<file path="src/rtl/lirs_pkg.sv">
// Package for the line interface receive status register bank.
// Assumes a byte-wide register port and four line interfaces.
package lirs_pkg;
   // Interface count and register offsets.
   localparam int          NUM_IF            = 4;
   localparam logic [7:0]  ADDR_IF_SEL       = 8'h4C;
   localparam logic [7:0]  ADDR_SYNC_OVIEW   = 8'h13;
   localparam logic [7:0]  ADDR_LINE_STATUS  = 8'h2F;
   localparam logic [7:0]  ADDR_MF_TRANSMIT  = 8'h33;
   localparam logic [7:0]  ADDR_MF_RECEIVE   = 8'h34;
   localparam logic [7:0]  ADDR_MF_FLAG      = 8'h35;
   localparam logic [7:0]  ADDR_B1_RX        = 8'h3C;
   localparam logic [7:0]  ADDR_B2_RX        = 8'h3D;
   localparam logic [7:0]  ADDR_D_RX         = 8'h3E;
   localparam logic [7:0]  ADDR_E_RX         = 8'h3F;
   localparam logic [7:0]  ADDR_CTRL         = 8'h36;
   // Field positions.
   localparam int          POS_TX_RDY        = 7;
   localparam int          POS_UP_S          = 6;
   localparam int          POS_RX_RDY        = 4;
   localparam int          POS_HPRIO         = 0;
   localparam int          POS_LPRIO         = 1;
   localparam int          POS_CONT          = 2;
   localparam int          POS_ACT           = 3;
   localparam int          POS_SYNC_SRC      = 7;
   localparam int          POS_DEST_SEL      = 0;
   localparam int          POS_SLIP_MASK     = 1;
   localparam int          POS_UP_MODE       = 2;
   // Reset and idle values.
   localparam logic [7:0]  RST_STATUS        = 8'h00;
   localparam logic [7:0]  IDLE_BYTE         = 8'hFF;
   localparam logic [7:0]  RST_CTRL          = 8'h00;

   // Per-frame received sample from one line interface.
   typedef struct packed {
      logic [7:0] b1;
      logic [7:0] b2;
      logic [1:0] d;
      logic [1:0] e;
      logic       s_bit;
      logic       mf_bit;
      logic       rx_valid;
      logic       active;
   } lirs_frame_s;

   // Line-side status of one line interface.
   typedef struct packed {
      logic       hprio_class;
      logic       lprio_class;
      logic       contention;
      logic       dch_busy;
      logic       sync_src;
      logic       tx_slot_free;
      logic       mf_complete;
      logic [3:0] mf_bits;
   } lirs_line_s;
endpackage

</file>
<file path="src/rtl/lirs_regs.sv">
// Receive status and data registers of the line interfaces, one copy per interface.
// Assumes line-side inputs synchronous to mclk and a master that never waits.
//
// Our own choice: strobed register access.
`timescale 1ns/1ps
`default_nettype none
// What this block does
// - Set tx-ready when free; a write to the transmit register clears it for the selected interface.
// - Up S-bit held, mirrored in D/E.
// - High priority class: 0=8, 1=9 ones.
// - Low priority class: 0=10, 1=11 ones.
// - Bit 2 flags D/E contention last frame, in S/T only.
// - Bit 3 high while D-channel transmits, in S/T only.
// - Priority bits meaningful in S/T only.
// - Bit 7 shows frame sync source used.
// - Sync source change raises masked interrupt.
// - Sync source bits collected in overview.
// - B1/B2 give byte; 0xFF when deactivated.
// - Data updated at each frame pulse.
// - D/E bits 3..1 return rx-valid.
// - Bit 4 carries S/Q when select 1.
// - Bit 5 carries S/Q when select 0.
// - A/B, S/G equal in D and E.
// - Rx-ready set on multiframe, cleared on read.
module lirs_regs (
   // Clock and reset.
   input  wire logic                                  mclk,
   input  wire logic                                  rstn,
   // Register port.
   input  wire logic [7:0]                            addr,
   input  wire logic [7:0]                            wdata,
   input  wire logic                                  wr,
   input  wire logic                                  rd,
   output logic      [7:0]                            rdata,
   // Line side, one entry per interface.
   input  wire logic [lirs_pkg::NUM_IF-1:0]           frame_pulse,
   input  wire lirs_pkg::lirs_frame_s [lirs_pkg::NUM_IF-1:0] frame_in,
   input  wire lirs_pkg::lirs_line_s  [lirs_pkg::NUM_IF-1:0] line_in,
   // Frame processing phase and slip interrupt.
   input  wire logic                                  processing_phase_flag,
   output logic                                       slip_irq
);
   localparam int N = lirs_pkg::NUM_IF;

   // Selector and control register.
   logic [1:0]  sel_q;
   logic [7:0]  ctrl_q;
   logic        slip_pend_q;
   logic [7:0]  rdata_q;

   // Per-interface state.
   lirs_pkg::lirs_frame_s frame_q [N];
   logic [N-1:0] tx_rdy_q;
   logic [N-1:0] rx_rdy_q;
   logic [N-1:0] sync_src_q;
   logic [3:0]   mf_q [N];
   logic [7:0]   stat_q [N];

   // Decoded strobes.
   wire         wr_sel   = wr && (addr == lirs_pkg::ADDR_IF_SEL);
   wire         wr_ctrl  = wr && (addr == lirs_pkg::ADDR_CTRL);
   wire         wr_mftx  = wr && (addr == lirs_pkg::ADDR_MF_TRANSMIT);
   wire         rd_mfrx  = rd && (addr == lirs_pkg::ADDR_MF_RECEIVE);
   wire         dest_sel = ctrl_q[lirs_pkg::POS_DEST_SEL];
   wire         up_mode  = ctrl_q[lirs_pkg::POS_UP_MODE];
   wire [N-1:0] sync_chg;

   // Per-interface registers.
   genvar gi;
   generate
      for (gi = 0; gi < N; gi++) begin : g_if
         wire sel_me = (sel_q == 2'(gi));
         assign sync_chg[gi] = (line_in[gi].sync_src != sync_src_q[gi]);
         // Frame data captured on the frame pulse only.
         always_ff @(posedge mclk or negedge rstn) begin
            if (!rstn) begin
               frame_q[gi] <= '0;
               mf_q[gi]    <= 4'h0;
            end else if (frame_pulse[gi]) begin
               frame_q[gi] <= frame_in[gi];
               mf_q[gi]    <= line_in[gi].mf_bits;
            end
         end
         // Status, flags and sync source.
         always_ff @(posedge mclk or negedge rstn) begin
            if (!rstn) begin
               tx_rdy_q[gi]   <= 1'b0;
               rx_rdy_q[gi]   <= 1'b0;
               sync_src_q[gi] <= 1'b0;
               stat_q[gi]     <= lirs_pkg::RST_STATUS;
            end else begin
               // Set wins over clear for both flags.
               if (line_in[gi].tx_slot_free) begin
                  tx_rdy_q[gi] <= 1'b1;
               end else if (wr_mftx && sel_me) begin
                  tx_rdy_q[gi] <= 1'b0;
               end
               if (line_in[gi].mf_complete) begin
                  rx_rdy_q[gi] <= 1'b1;
               end else if (rd_mfrx && sel_me) begin
                  rx_rdy_q[gi] <= 1'b0;
               end
               sync_src_q[gi] <= line_in[gi].sync_src;
               // Priority, contention and activity bits live in S/T mode only.
               stat_q[gi] <= up_mode ? 8'h00 : {4'h0, line_in[gi].dch_busy, line_in[gi].contention,
                             line_in[gi].lprio_class, line_in[gi].hprio_class};
            end
         end
      end
   endgenerate

   // Selector, control and slip interrupt.
   always_ff @(posedge mclk or negedge rstn) begin
      if (!rstn) begin
         sel_q       <= 2'h0;
         ctrl_q      <= lirs_pkg::RST_CTRL;
         slip_pend_q <= 1'b0;
      end else begin
         if (wr_sel) begin
            sel_q <= wdata[1:0];
         end
         if (wr_ctrl) begin
            ctrl_q <= wdata;
         end
         if (|sync_chg) begin
            slip_pend_q <= 1'b1;
         end else if (rd && addr == lirs_pkg::ADDR_SYNC_OVIEW) begin
            slip_pend_q <= 1'b0;
         end
      end
   end

   assign slip_irq = slip_pend_q && ctrl_q[lirs_pkg::POS_SLIP_MASK];

   // Read data for the selected interface.
   lirs_pkg::lirs_frame_s fs;
   logic [7:0] de_low;
   logic       ab_bit;
   logic       sg_bit;
   logic [7:0] rd_d;
   assign fs     = frame_q[sel_q];
   assign ab_bit = dest_sel ? fs.mf_bit : 1'b1;
   assign sg_bit = dest_sel ? 1'b1 : fs.mf_bit;
   assign de_low = {2'b00, sg_bit, ab_bit, {3{fs.rx_valid}}, fs.s_bit};

   always_comb begin
      case (addr)
         lirs_pkg::ADDR_IF_SEL:      rd_d = {6'h00, sel_q};
         lirs_pkg::ADDR_CTRL:        rd_d = ctrl_q;
         lirs_pkg::ADDR_SYNC_OVIEW:  rd_d = {4'h0, sync_src_q};
         lirs_pkg::ADDR_LINE_STATUS: rd_d = stat_q[sel_q] | {sync_src_q[sel_q], 7'h00};
         lirs_pkg::ADDR_MF_RECEIVE:  rd_d = {tx_rdy_q[sel_q], fs.s_bit, 1'b0, rx_rdy_q[sel_q], mf_q[sel_q]};
         lirs_pkg::ADDR_MF_FLAG:     rd_d = {7'h00, fs.rx_valid};
         lirs_pkg::ADDR_B1_RX:       rd_d = fs.active ? fs.b1 : lirs_pkg::IDLE_BYTE;
         lirs_pkg::ADDR_B2_RX:       rd_d = fs.active ? fs.b2 : lirs_pkg::IDLE_BYTE;
         lirs_pkg::ADDR_D_RX:        rd_d = {fs.d, 6'h00} | de_low;
         lirs_pkg::ADDR_E_RX:        rd_d = {fs.e, 6'h00} | de_low;
         default:                    rd_d = 8'h00;
      endcase
   end

   // Read data registered one cycle after the strobe.
   always_ff @(posedge mclk or negedge rstn) begin
      if (!rstn) begin
         rdata_q <= 8'h00;
      end else begin
         rdata_q <= rd ? rd_d : 8'h00;
      end
   end
   assign rdata = rdata_q;

   // Checks.
   // A write to the transmit register clears tx ready of the selected interface.
   property p_tx_rdy_clear;
      @(posedge mclk) disable iff (!rstn)
      (wr_mftx && !line_in[sel_q].tx_slot_free) |=> !tx_rdy_q[$past(sel_q)];
   endproperty
   a_tx_rdy_clear: assert property (p_tx_rdy_clear) else $error("tx ready not cleared");

   // Rx ready rises with a completed multiframe.
   property p_rx_rdy_set;
      @(posedge mclk) disable iff (!rstn)
      line_in[0].mf_complete |=> rx_rdy_q[0];
   endproperty
   a_rx_rdy_set: assert property (p_rx_rdy_set) else $error("rx ready not set");

   // A deactivated interface reads all ones on B1.
   property p_idle_b1;
      @(posedge mclk) disable iff (!rstn)
      (rd && addr == lirs_pkg::ADDR_B1_RX && !fs.active) |=> rdata == 8'hFF;
   endproperty
   a_idle_b1: assert property (p_idle_b1) else $error("idle B1 not FF");

   // Spare D bits 3 to 1 repeat the rx-valid flag.
   property p_rx_valid_bits;
      @(posedge mclk) disable iff (!rstn)
      (rd && addr == lirs_pkg::ADDR_D_RX) |=> rdata[3:1] == {3{$past(fs.rx_valid)}};
   endproperty
   a_rx_valid_bits: assert property (p_rx_valid_bits) else $error("D bits 3..1 wrong");

   // A/B reads one when the destination select is clear.
   property p_ab_const;
      @(posedge mclk) disable iff (!rstn)
      (rd && addr == lirs_pkg::ADDR_E_RX && !dest_sel) |=> rdata[4];
   endproperty
   a_ab_const: assert property (p_ab_const) else $error("A/B not 1");

   // S/G reads one when the destination select is set.
   property p_sg_const;
      @(posedge mclk) disable iff (!rstn)
      (rd && addr == lirs_pkg::ADDR_D_RX && dest_sel) |=> rdata[5];
   endproperty
   a_sg_const: assert property (p_sg_const) else $error("S/G not 1");

   // Frame data holds between frame pulses.
   property p_frame_hold;
      @(posedge mclk) disable iff (!rstn)
      !frame_pulse[0] |=> frame_q[0] == $past(frame_q[0]);
   endproperty
   a_frame_hold: assert property (p_frame_hold) else $error("frame data moved");

   // A sync source change raises the unmasked interrupt.
   property p_slip;
      @(posedge mclk) disable iff (!rstn)
      (sync_chg[0] && ctrl_q[lirs_pkg::POS_SLIP_MASK] && !wr_ctrl) |=> slip_irq;
   endproperty
   a_slip: assert property (p_slip) else $error("slip irq missing");

   // Status bits 3 to 0 stay clear in Up mode.
   property p_st_only;
      @(posedge mclk) disable iff (!rstn)
      ($past(up_mode) && up_mode) |-> stat_q[0] == 8'h00;
   endproperty
   a_st_only: assert property (p_st_only) else $error("S/T bits in Up mode");

   // Tx ready rises with a free transmit slot.
   property p_tx_rdy_set;
      @(posedge mclk) disable iff (!rstn)
      line_in[0].tx_slot_free |=> tx_rdy_q[0];
   endproperty
   a_tx_rdy_set: assert property (p_tx_rdy_set) else $error("tx ready not set");

   // Reading the receive register clears rx ready of the selected interface.
   property p_rx_rdy_clear;
      @(posedge mclk) disable iff (!rstn)
      (rd_mfrx && !line_in[sel_q].mf_complete) |=> !rx_rdy_q[$past(sel_q)];
   endproperty
   a_rx_rdy_clear: assert property (p_rx_rdy_clear) else $error("rx ready not cleared");

   // The multiframe register shows the last S-bit in bit 6.
   property p_mf_s_bit;
      @(posedge mclk) disable iff (!rstn)
      (rd && addr == lirs_pkg::ADDR_MF_RECEIVE) |=> rdata[lirs_pkg::POS_UP_S] == $past(fs.s_bit);
   endproperty
   a_mf_s_bit: assert property (p_mf_s_bit) else $error("multiframe S-bit wrong");

   // D and E registers mirror the S-bit in bit 0.
   property p_de_s_bit;
      @(posedge mclk) disable iff (!rstn)
      (rd && (addr == lirs_pkg::ADDR_D_RX || addr == lirs_pkg::ADDR_E_RX)) |=> rdata[0] == $past(fs.s_bit);
   endproperty
   a_de_s_bit: assert property (p_de_s_bit) else $error("D/E S-bit wrong");

   // High priority class follows the line in S/T mode.
   property p_hprio;
      @(posedge mclk) disable iff (!rstn)
      (!up_mode && line_in[0].hprio_class) |=> stat_q[0][lirs_pkg::POS_HPRIO];
   endproperty
   a_hprio: assert property (p_hprio) else $error("high priority class lost");

   // Low priority class follows the line in S/T mode.
   property p_lprio;
      @(posedge mclk) disable iff (!rstn)
      (!up_mode && line_in[0].lprio_class) |=> stat_q[0][lirs_pkg::POS_LPRIO];
   endproperty
   a_lprio: assert property (p_lprio) else $error("low priority class lost");

   // Contention is reported in S/T mode.
   property p_cont;
      @(posedge mclk) disable iff (!rstn)
      (!up_mode && line_in[0].contention) |=> stat_q[0][lirs_pkg::POS_CONT];
   endproperty
   a_cont: assert property (p_cont) else $error("contention lost");

   // D-channel activity is reported in S/T mode.
   property p_act;
      @(posedge mclk) disable iff (!rstn)
      (!up_mode && line_in[0].dch_busy) |=> stat_q[0][lirs_pkg::POS_ACT];
   endproperty
   a_act: assert property (p_act) else $error("D-channel activity lost");

   // Bits 6 to 4 of the line status always read zero.
   property p_stat_upper;
      @(posedge mclk) disable iff (!rstn)
      (rd && addr == lirs_pkg::ADDR_LINE_STATUS) |=> rdata[6:4] == 3'h0;
   endproperty
   a_stat_upper: assert property (p_stat_upper) else $error("status spare bits set");

   // Line status bit 7 shows the sync source of the selected interface.
   property p_stat_sync;
      @(posedge mclk) disable iff (!rstn)
      (rd && addr == lirs_pkg::ADDR_LINE_STATUS) |=> rdata[lirs_pkg::POS_SYNC_SRC] == $past(sync_src_q[sel_q]);
   endproperty
   a_stat_sync: assert property (p_stat_sync) else $error("status sync source wrong");

   // The sync source copy follows the line.
   property p_sync_follow;
      @(posedge mclk) disable iff (!rstn)
      line_in[0].sync_src |=> sync_src_q[0];
   endproperty
   a_sync_follow: assert property (p_sync_follow) else $error("sync source not taken");

   // A cleared mask keeps the interrupt low.
   property p_slip_masked;
      @(posedge mclk) disable iff (!rstn)
      !ctrl_q[lirs_pkg::POS_SLIP_MASK] |-> !slip_irq;
   endproperty
   a_slip_masked: assert property (p_slip_masked) else $error("masked slip irq high");

   // The overview collects the sync sources of all interfaces.
   property p_oview;
      @(posedge mclk) disable iff (!rstn)
      (rd && addr == lirs_pkg::ADDR_SYNC_OVIEW) |=> rdata == {4'h0, $past(sync_src_q)};
   endproperty
   a_oview: assert property (p_oview) else $error("overview wrong");

   // A deactivated interface reads all ones on B2.
   property p_idle_b2;
      @(posedge mclk) disable iff (!rstn)
      (rd && addr == lirs_pkg::ADDR_B2_RX && !fs.active) |=> rdata == lirs_pkg::IDLE_BYTE;
   endproperty
   a_idle_b2: assert property (p_idle_b2) else $error("idle B2 not FF");

   // An active interface returns its B1 byte.
   property p_active_b1;
      @(posedge mclk) disable iff (!rstn)
      (rd && addr == lirs_pkg::ADDR_B1_RX && fs.active) |=> rdata == $past(fs.b1);
   endproperty
   a_active_b1: assert property (p_active_b1) else $error("B1 byte wrong");

   // Selected receive data holds through the non-processing phase.
   property p_nonproc_stable;
      @(posedge mclk) disable iff (!rstn)
      (!processing_phase_flag && !wr_sel) |=> $stable(fs);
   endproperty
   a_nonproc_stable: assert property (p_nonproc_stable) else $error("data moved outside processing");

   // Spare E bits 3 to 1 repeat the rx-valid flag.
   property p_rx_valid_e;
      @(posedge mclk) disable iff (!rstn)
      (rd && addr == lirs_pkg::ADDR_E_RX) |=> rdata[3:1] == {3{$past(fs.rx_valid)}};
   endproperty
   a_rx_valid_e: assert property (p_rx_valid_e) else $error("E bits 3..1 wrong");

   // A/B carries the multiframe bit when the select is set.
   property p_ab_carry;
      @(posedge mclk) disable iff (!rstn)
      (rd && addr == lirs_pkg::ADDR_D_RX && dest_sel) |=> rdata[4] == $past(fs.mf_bit);
   endproperty
   a_ab_carry: assert property (p_ab_carry) else $error("A/B bit wrong");

   // S/G carries the multiframe bit when the select is clear.
   property p_sg_carry;
      @(posedge mclk) disable iff (!rstn)
      (rd && addr == lirs_pkg::ADDR_E_RX && !dest_sel) |=> rdata[5] == $past(fs.mf_bit);
   endproperty
   a_sg_carry: assert property (p_sg_carry) else $error("S/G bit wrong");

   // The D register carries the two D-channel bits on top.
   property p_d_bits;
      @(posedge mclk) disable iff (!rstn)
      (rd && addr == lirs_pkg::ADDR_D_RX) |=> rdata[7:6] == $past(fs.d);
   endproperty
   a_d_bits: assert property (p_d_bits) else $error("D bits wrong");

   // The E register carries the two echo bits on top.
   property p_e_bits;
      @(posedge mclk) disable iff (!rstn)
      (rd && addr == lirs_pkg::ADDR_E_RX) |=> rdata[7:6] == $past(fs.e);
   endproperty
   a_e_bits: assert property (p_e_bits) else $error("E bits wrong");

   // Read data is zero outside the cycle after a read.
   property p_rdata_idle;
      @(posedge mclk) disable iff (!rstn)
      !rd |=> rdata == 8'h00;
   endproperty
   a_rdata_idle: assert property (p_rdata_idle) else $error("read data not idle");
endmodule
`default_nettype wire
</file>
<file path="config.mk">
export PLATFORM = sky130hd
export DESIGN_NAME = lirs_regs
export DESIGN_NICKNAME = d
export VERILOG_FILES = /design/src/rtl/lirs_pkg.sv /design/src/rtl/lirs_regs.sv
export SDC_FILE = /design/constraint.sdc
export NUM_CORES = 1
export LEC_CHECK = 0
export ABC_AREA = 1
export BUFFER_PORTS_ARGS = -buffer_cell sky130_fd_sc_hd__buf_2
export CORE_UTILIZATION = 30
export DETAILED_ROUTE_END_ITERATION = 12
export PLACE_DENSITY = 0.59
export SYNTH_ARGS = -nofsm -noshare
export SYNTH_HDL_FRONTEND = slang
export SYNTH_SLANG_ARGS = --single-unit
</file>
<file path="constraint.sdc">
create_clock -name mclk -period 4.1 [get_ports mclk]
set_clock_uncertainty 0.1 [all_clocks]
set_input_delay 0.205 -clock mclk [delete_from_list [all_inputs] [get_ports mclk]]
set_output_delay 0.205 -clock mclk [all_outputs]
set_load 0.02 [all_outputs]
</file>
### After elaboration in Yosys (flattened, before gate mapping)

Cells that the tools add are included.

* register bits: 159
* input bits: 165
* output and inout bits: 9
* word-level logic and storage cells: 148

* order comparisons: 2
* equality and inequality tests: 18
* mux-type cells: 43
* bitwise gates (word level): 4
* reductions and logical operators: 25

Operator list (number)
* $pmux 8 s10: 1
* $eq 8x6->1 const B: 9
* $bmux 24 s2: 1
* $mux 24: 2
* $mux 8: 5
* $mux 4: 6
* $mux 1: 23
* $reduce_bool 2->1: 9
* $bmux 8 s2: 1
* $or 8x6->8: 2
* $logic_and 1x1->1: 14
* $bmux 4 s2: 1
* $eq 8x5->1 const B: 1
* $eq 8x7->1 const B: 1
* $or 8x8->8: 1
* $bmux 1 s2: 3
* $eq 2x2->1 const B: 2
* $ne 1x1->1: 4
* $reduce_or 4->1: 1
* $ge 3x3->1 const B: 1
* $lt 2x3->1 const B: 1
* $not 2->3: 1
* $eq 2x1->1 const B: 1
* $logic_not 2->1: 1

### Logic depth before layout (Yosys ltp)

* depth in word-level cells: 8
* depth in mapped cells: 13
* depth with buffers taken out: 11

### Worst setup path before layout

OpenSTA, ideal clock, no wires.

* path kind: register -> register
* start point: register sel_q[0]
* end point: register rdata_q[0], in the netlist rdata[0]
* setup time: 122 ps
* arrival time: 1247 ps
* data required time: 3878 ps
* slack: 2631 ps
* cell stages (with the launch flop): 12
* buffers on the path: 3
* clock period less this slack: 1469 ps
* cell sequence: dfrtp_1 > buf_6 > buf_6 > buf_6 > nand3_1 > nand2_1 > nor2_1 > nor2_1 > nor2_1 > nand2_1 > nor2_1 > nor2_1

* longest elaborated chain between the ends: 7
* elaborated cells between the ends (all ways): 17
* those cells by class: mux (13); bitwise (4)

RTL lines
* from (decl): RTL line lirs_regs.sv:46 `logic [1:0] sel_q;`
* from (signal assigned): RTL line lirs_regs.sv:120 `sel_q <= wdata[1:0];`
* $not 2->3 (implied by the code): RTL line lirs_regs.sv:141, lirs_regs.sv:151, lirs_regs.sv:152
* $bmux 24 s2 or $bmux 8 s2 (tied branches): RTL line lirs_regs.sv:141, lirs_regs.sv:151
* $mux 24 (implied by the code) or $mux 8 (tied branches) (2 in series): RTL line lirs_regs.sv:141, lirs_regs.sv:151
* $or 8x6->8 (tied with other cells): RTL line lirs_regs.sv:157 `lirs_pkg::ADDR_E_RX: rd_d = {fs.e, 6'h00} | de_low;`
* $pmux 8 s10 *: RTL line lirs_regs.sv:147 `case (addr)`
* $mux 8 *: RTL line lirs_regs.sv:167 `rdata_q <= rd ? rd_d : 8'h00;`
* to (signal assigned): RTL line lirs_regs.sv:167
* to (decl): RTL line lirs_regs.sv:49 `logic [7:0] rdata_q;`

Every way passes the cells marked *; elsewhere a longest branch is shown, timed or not. The select of a mux whose other input is x is not followed.
A chain may end at the register's enable or synchronous reset.

### Worst setup path after layout

* start point: register sel_q[0]
* end point: register rdata_q[5], in the netlist rdata[5]

* longest elaborated chain between the ends: 8
* elaborated cells between the ends (all ways): 15
* those cells by class: mux (11); bitwise (4)

RTL lines
* $not 2->3 (implied by the code) *: RTL line lirs_regs.sv:141, lirs_regs.sv:151
* $bmux 24 s2: RTL line lirs_regs.sv:141 `assign fs = frame_q[sel_q];`
* $mux 24 (implied by the code) (2 in series): RTL line lirs_regs.sv:141
* $mux 1: RTL line lirs_regs.sv:143 `assign sg_bit = dest_sel ? 1'b1 : fs.mf_bit;`
* $or 8x6->8 (on tied branches): RTL line lirs_regs.sv:157, lirs_regs.sv:156
* $pmux 8 s10 *: RTL line lirs_regs.sv:147
* $mux 8 *: RTL line lirs_regs.sv:167

Marks and branches as above.

==> results.yml <==
detailed_routing:
  routed_wl_mm: 24.7
  ant_nets: 0
  via_count: 6801
  drt_iter0_markers: 402
  firstDrtPassIters: 4
  vias_per_cell: 4.45
  route.detailed.drc: 0
  wire_per_inst_um: 16.1
cts:
  cts_resized: 0
  cts_buffer_depth: 2
  ctsHoldBuffers: 149
  cts_buffers: 17
  cts.clk_slew.worst_paths_ps: 70
  clk_latency_ps: 430
  cts_post_setup_buffers_inserted: 0
  cts_tree: "done"
  h-tree-depth: 4
  cts_root_buf: "clkbuf_16"
  cts.sink_count: 159
worst_setup_path:
  max_stage_delay_ps: 610
  worst-path-buf-inv: 1
  cp_cell_sequence: "inv_4 -> nand2_1 -> nand2_1 -> nand2_1 -> nand2_2 -> nand3_1 -> nand2_1 -> nand2_1 -> nor2_1 -> nor2_1"
  crit_arrival_ps: 2450
  r2r_start: "sel_q[0]"
  reg2reg_to: "rdata[5]"
  crit_type: "reg2reg"
  cp-start-kind: "flop"
  required_ps: 4300
  cpMostUsedCell: "nand2_1"
  critical-path-top-delay-family: "simple AND/OR/NAND/NOR gates"
  reg2reg_slack_ps: 1860
  cp_max_fo: 25
  crit_slowest_cell: "dfrtp_2"
  r2r_cells: 10
  endpoint_kind: "flop"
cells_and_area:
  regArea_um2: 3980
  final_cell_mix: "260 x nand2_1, 171 x buf_2, 158 x dfrtp_1"
  fillers: 2452
  nets: 1350
  area_delta_synth_final_pct: 41.1
  multiInputGateArea_um2: 3160
  drive_gt1_frac: 0.261
  post_layout_nonfiller_instances: 1529
  fin_util: 0.432
  layout_commonest_cell: "nand2_1"
place:
  dp_hpwl_mm: 16.8
  io_buffers: 172
  place_inst: 1347
  routabilityCongestion: 0.836
floorplan:
  die_w_um: 162
  core_area_um2: 25200
  die_h_um: 162
  num_rows: 58
  io_pins: 174
  die_area_um2: 26300
  initial_core_util: 0.306
pwr:
  powerDensity_nw_per_um2: 363
  power_leakage_nw: 5.38
  ir_drop_uv: 205
sta:
  grt_setup_unrepaired: "false"
  slew_headroom: 0.319
  fmax_mhz: 446
  finalCritPeriodShare: 0.547
  finalHoldViolCount: 0
  period_minus_slack_ps: 2240
  setup_tns_ps: 0
  slew_violations: 0
  setup_viol: 0
  tightest_slew_ps: 1020
worst_hold_path:
  min_from: "rd"
  hp-class: "in2reg"
  whs_endpoint: "rdata[5]"
  hold_depth: 3
synthesis:
  yosysSeqAreaShare: 0.516
  synth_seq_cells: 159
  synth_nets: 1045
  netlist-cell-type-count: 25
  syn_inst: 880
  yosys_warnings: 0
  synth_area_um2: 7700
  synth.avg_cell_area_um2: 8.76
global_routing:
  grt_max_degree: 108
  antenna_found_initial: 1
  gr-total-overflow: 0
  grt_pass1_vias: 6790
  grt_usage: 0.194
  grt_pass1_wl_mm: 37.9
outcome:
  outcome: "complete, no violations"
run:
  max-cap-violations: 0
==> worst min-delay path, stage by stage <==
cell and delay (ps):
buf_2 120, o21ai_0 120, nor2_1 70
==> flip-flops by register name, summed over array words and instances, names as in the netlist <==
name         flops
ctrl_q           8
tx_rdy_q         4
slip_pend_q      1
sel_q            2
rdata            8
sync_src_q       4
mf_q            16
rx_rdy_q         4
frame_q         96
stat_q          16
==> how the worst max path moves through the flow <==
stage / startpoint / end / cells after the start
floorplan: sel_q[0] / rdata[0] / 11
global placement: sel_q[0] / rdata[1] / 8
detailed placement: sel_q[0] / rdata[1] / 8
CTS: sel_q[0] / rdata[1] / 8
global route: sel_q[0] / rdata[1] / 8
finish: sel_q[0] / rdata[5] / 10
==> power breakdown <==
group / switching, mW / internal [mW]
clock network: 0.698 / 0.910
registers: 0.0619 / 1.69
logic: 0.290 / 0.289
==> per-stage QoR <==
| stage | hold WS, ps | total power, mW | setup WS [ps] | cell area [um^2] |
|---|---|---|---|---|
| final | 33.7 | 3.94 | 1860 | 10900 |
| after global routing | 36.8 | 4.13 | 1570 | 10900 |
| after CTS | 5.71 | 3.98 | 1760 | 10900 |
| after detailed placement | 242 | 2.25 | 1800 | 8780 |
| after global placement | 240 | 2.24 | 1780 | 8780 |
| after floorplan | -191 | 2.04 | 2630 | 7700 |
==> cell usage after synthesis (all sizes together) <==
library cell  count  share of area
nand2           266           0.13
dfrtp           159           0.52
nor2            100          0.057
inv              88          0.043
mux2             84           0.12
o21ai            66          0.043
nand3            59          0.038
buf              26          0.025
clkbuf           12         0.0058
a21oi            11         0.0071
nand4             4         0.0032
xnor2             2         0.0023
xor2              2         0.0023
nor3              1         0.0013
==> cell families after synthesis <==
logic type	Yosys count	synth area share
and+or+nand+nor	430	0.232
DFF	159	0.516
buffers and inverters	126	0.0739
muxes	84	0.123
AOI/OAI and AO/OA	77	0.0500
xor gates and xnor gates	4	0.00455
==> cell type report <==
| cell class | instances | area share |
|---|---|---|
| antenna | 1 | 0.000230 |
| clock buffer | 18 | 0.0395 |
| clock inverter | 14 | 0.0147 |
| inverter | 88 | 0.0306 |
| multi-input combinational | 595 | 0.290 |
| sequential | 159 | 0.366 |
| tap | 330 | 0.0380 |
| timing repair buffer | 324 | 0.220 |
==> routing by layer <==
layer  vias up  track usage  share of wire  routed length, um
li1       3391            -              -                  -
met1      3222        0.266           0.47              11600
met2       165        0.311           0.48              11800
met3        23       0.0332          0.036                882
met4         0       0.0605          0.017                431
met5         -            0              0                  0
(Power assumes the default switching activity.)
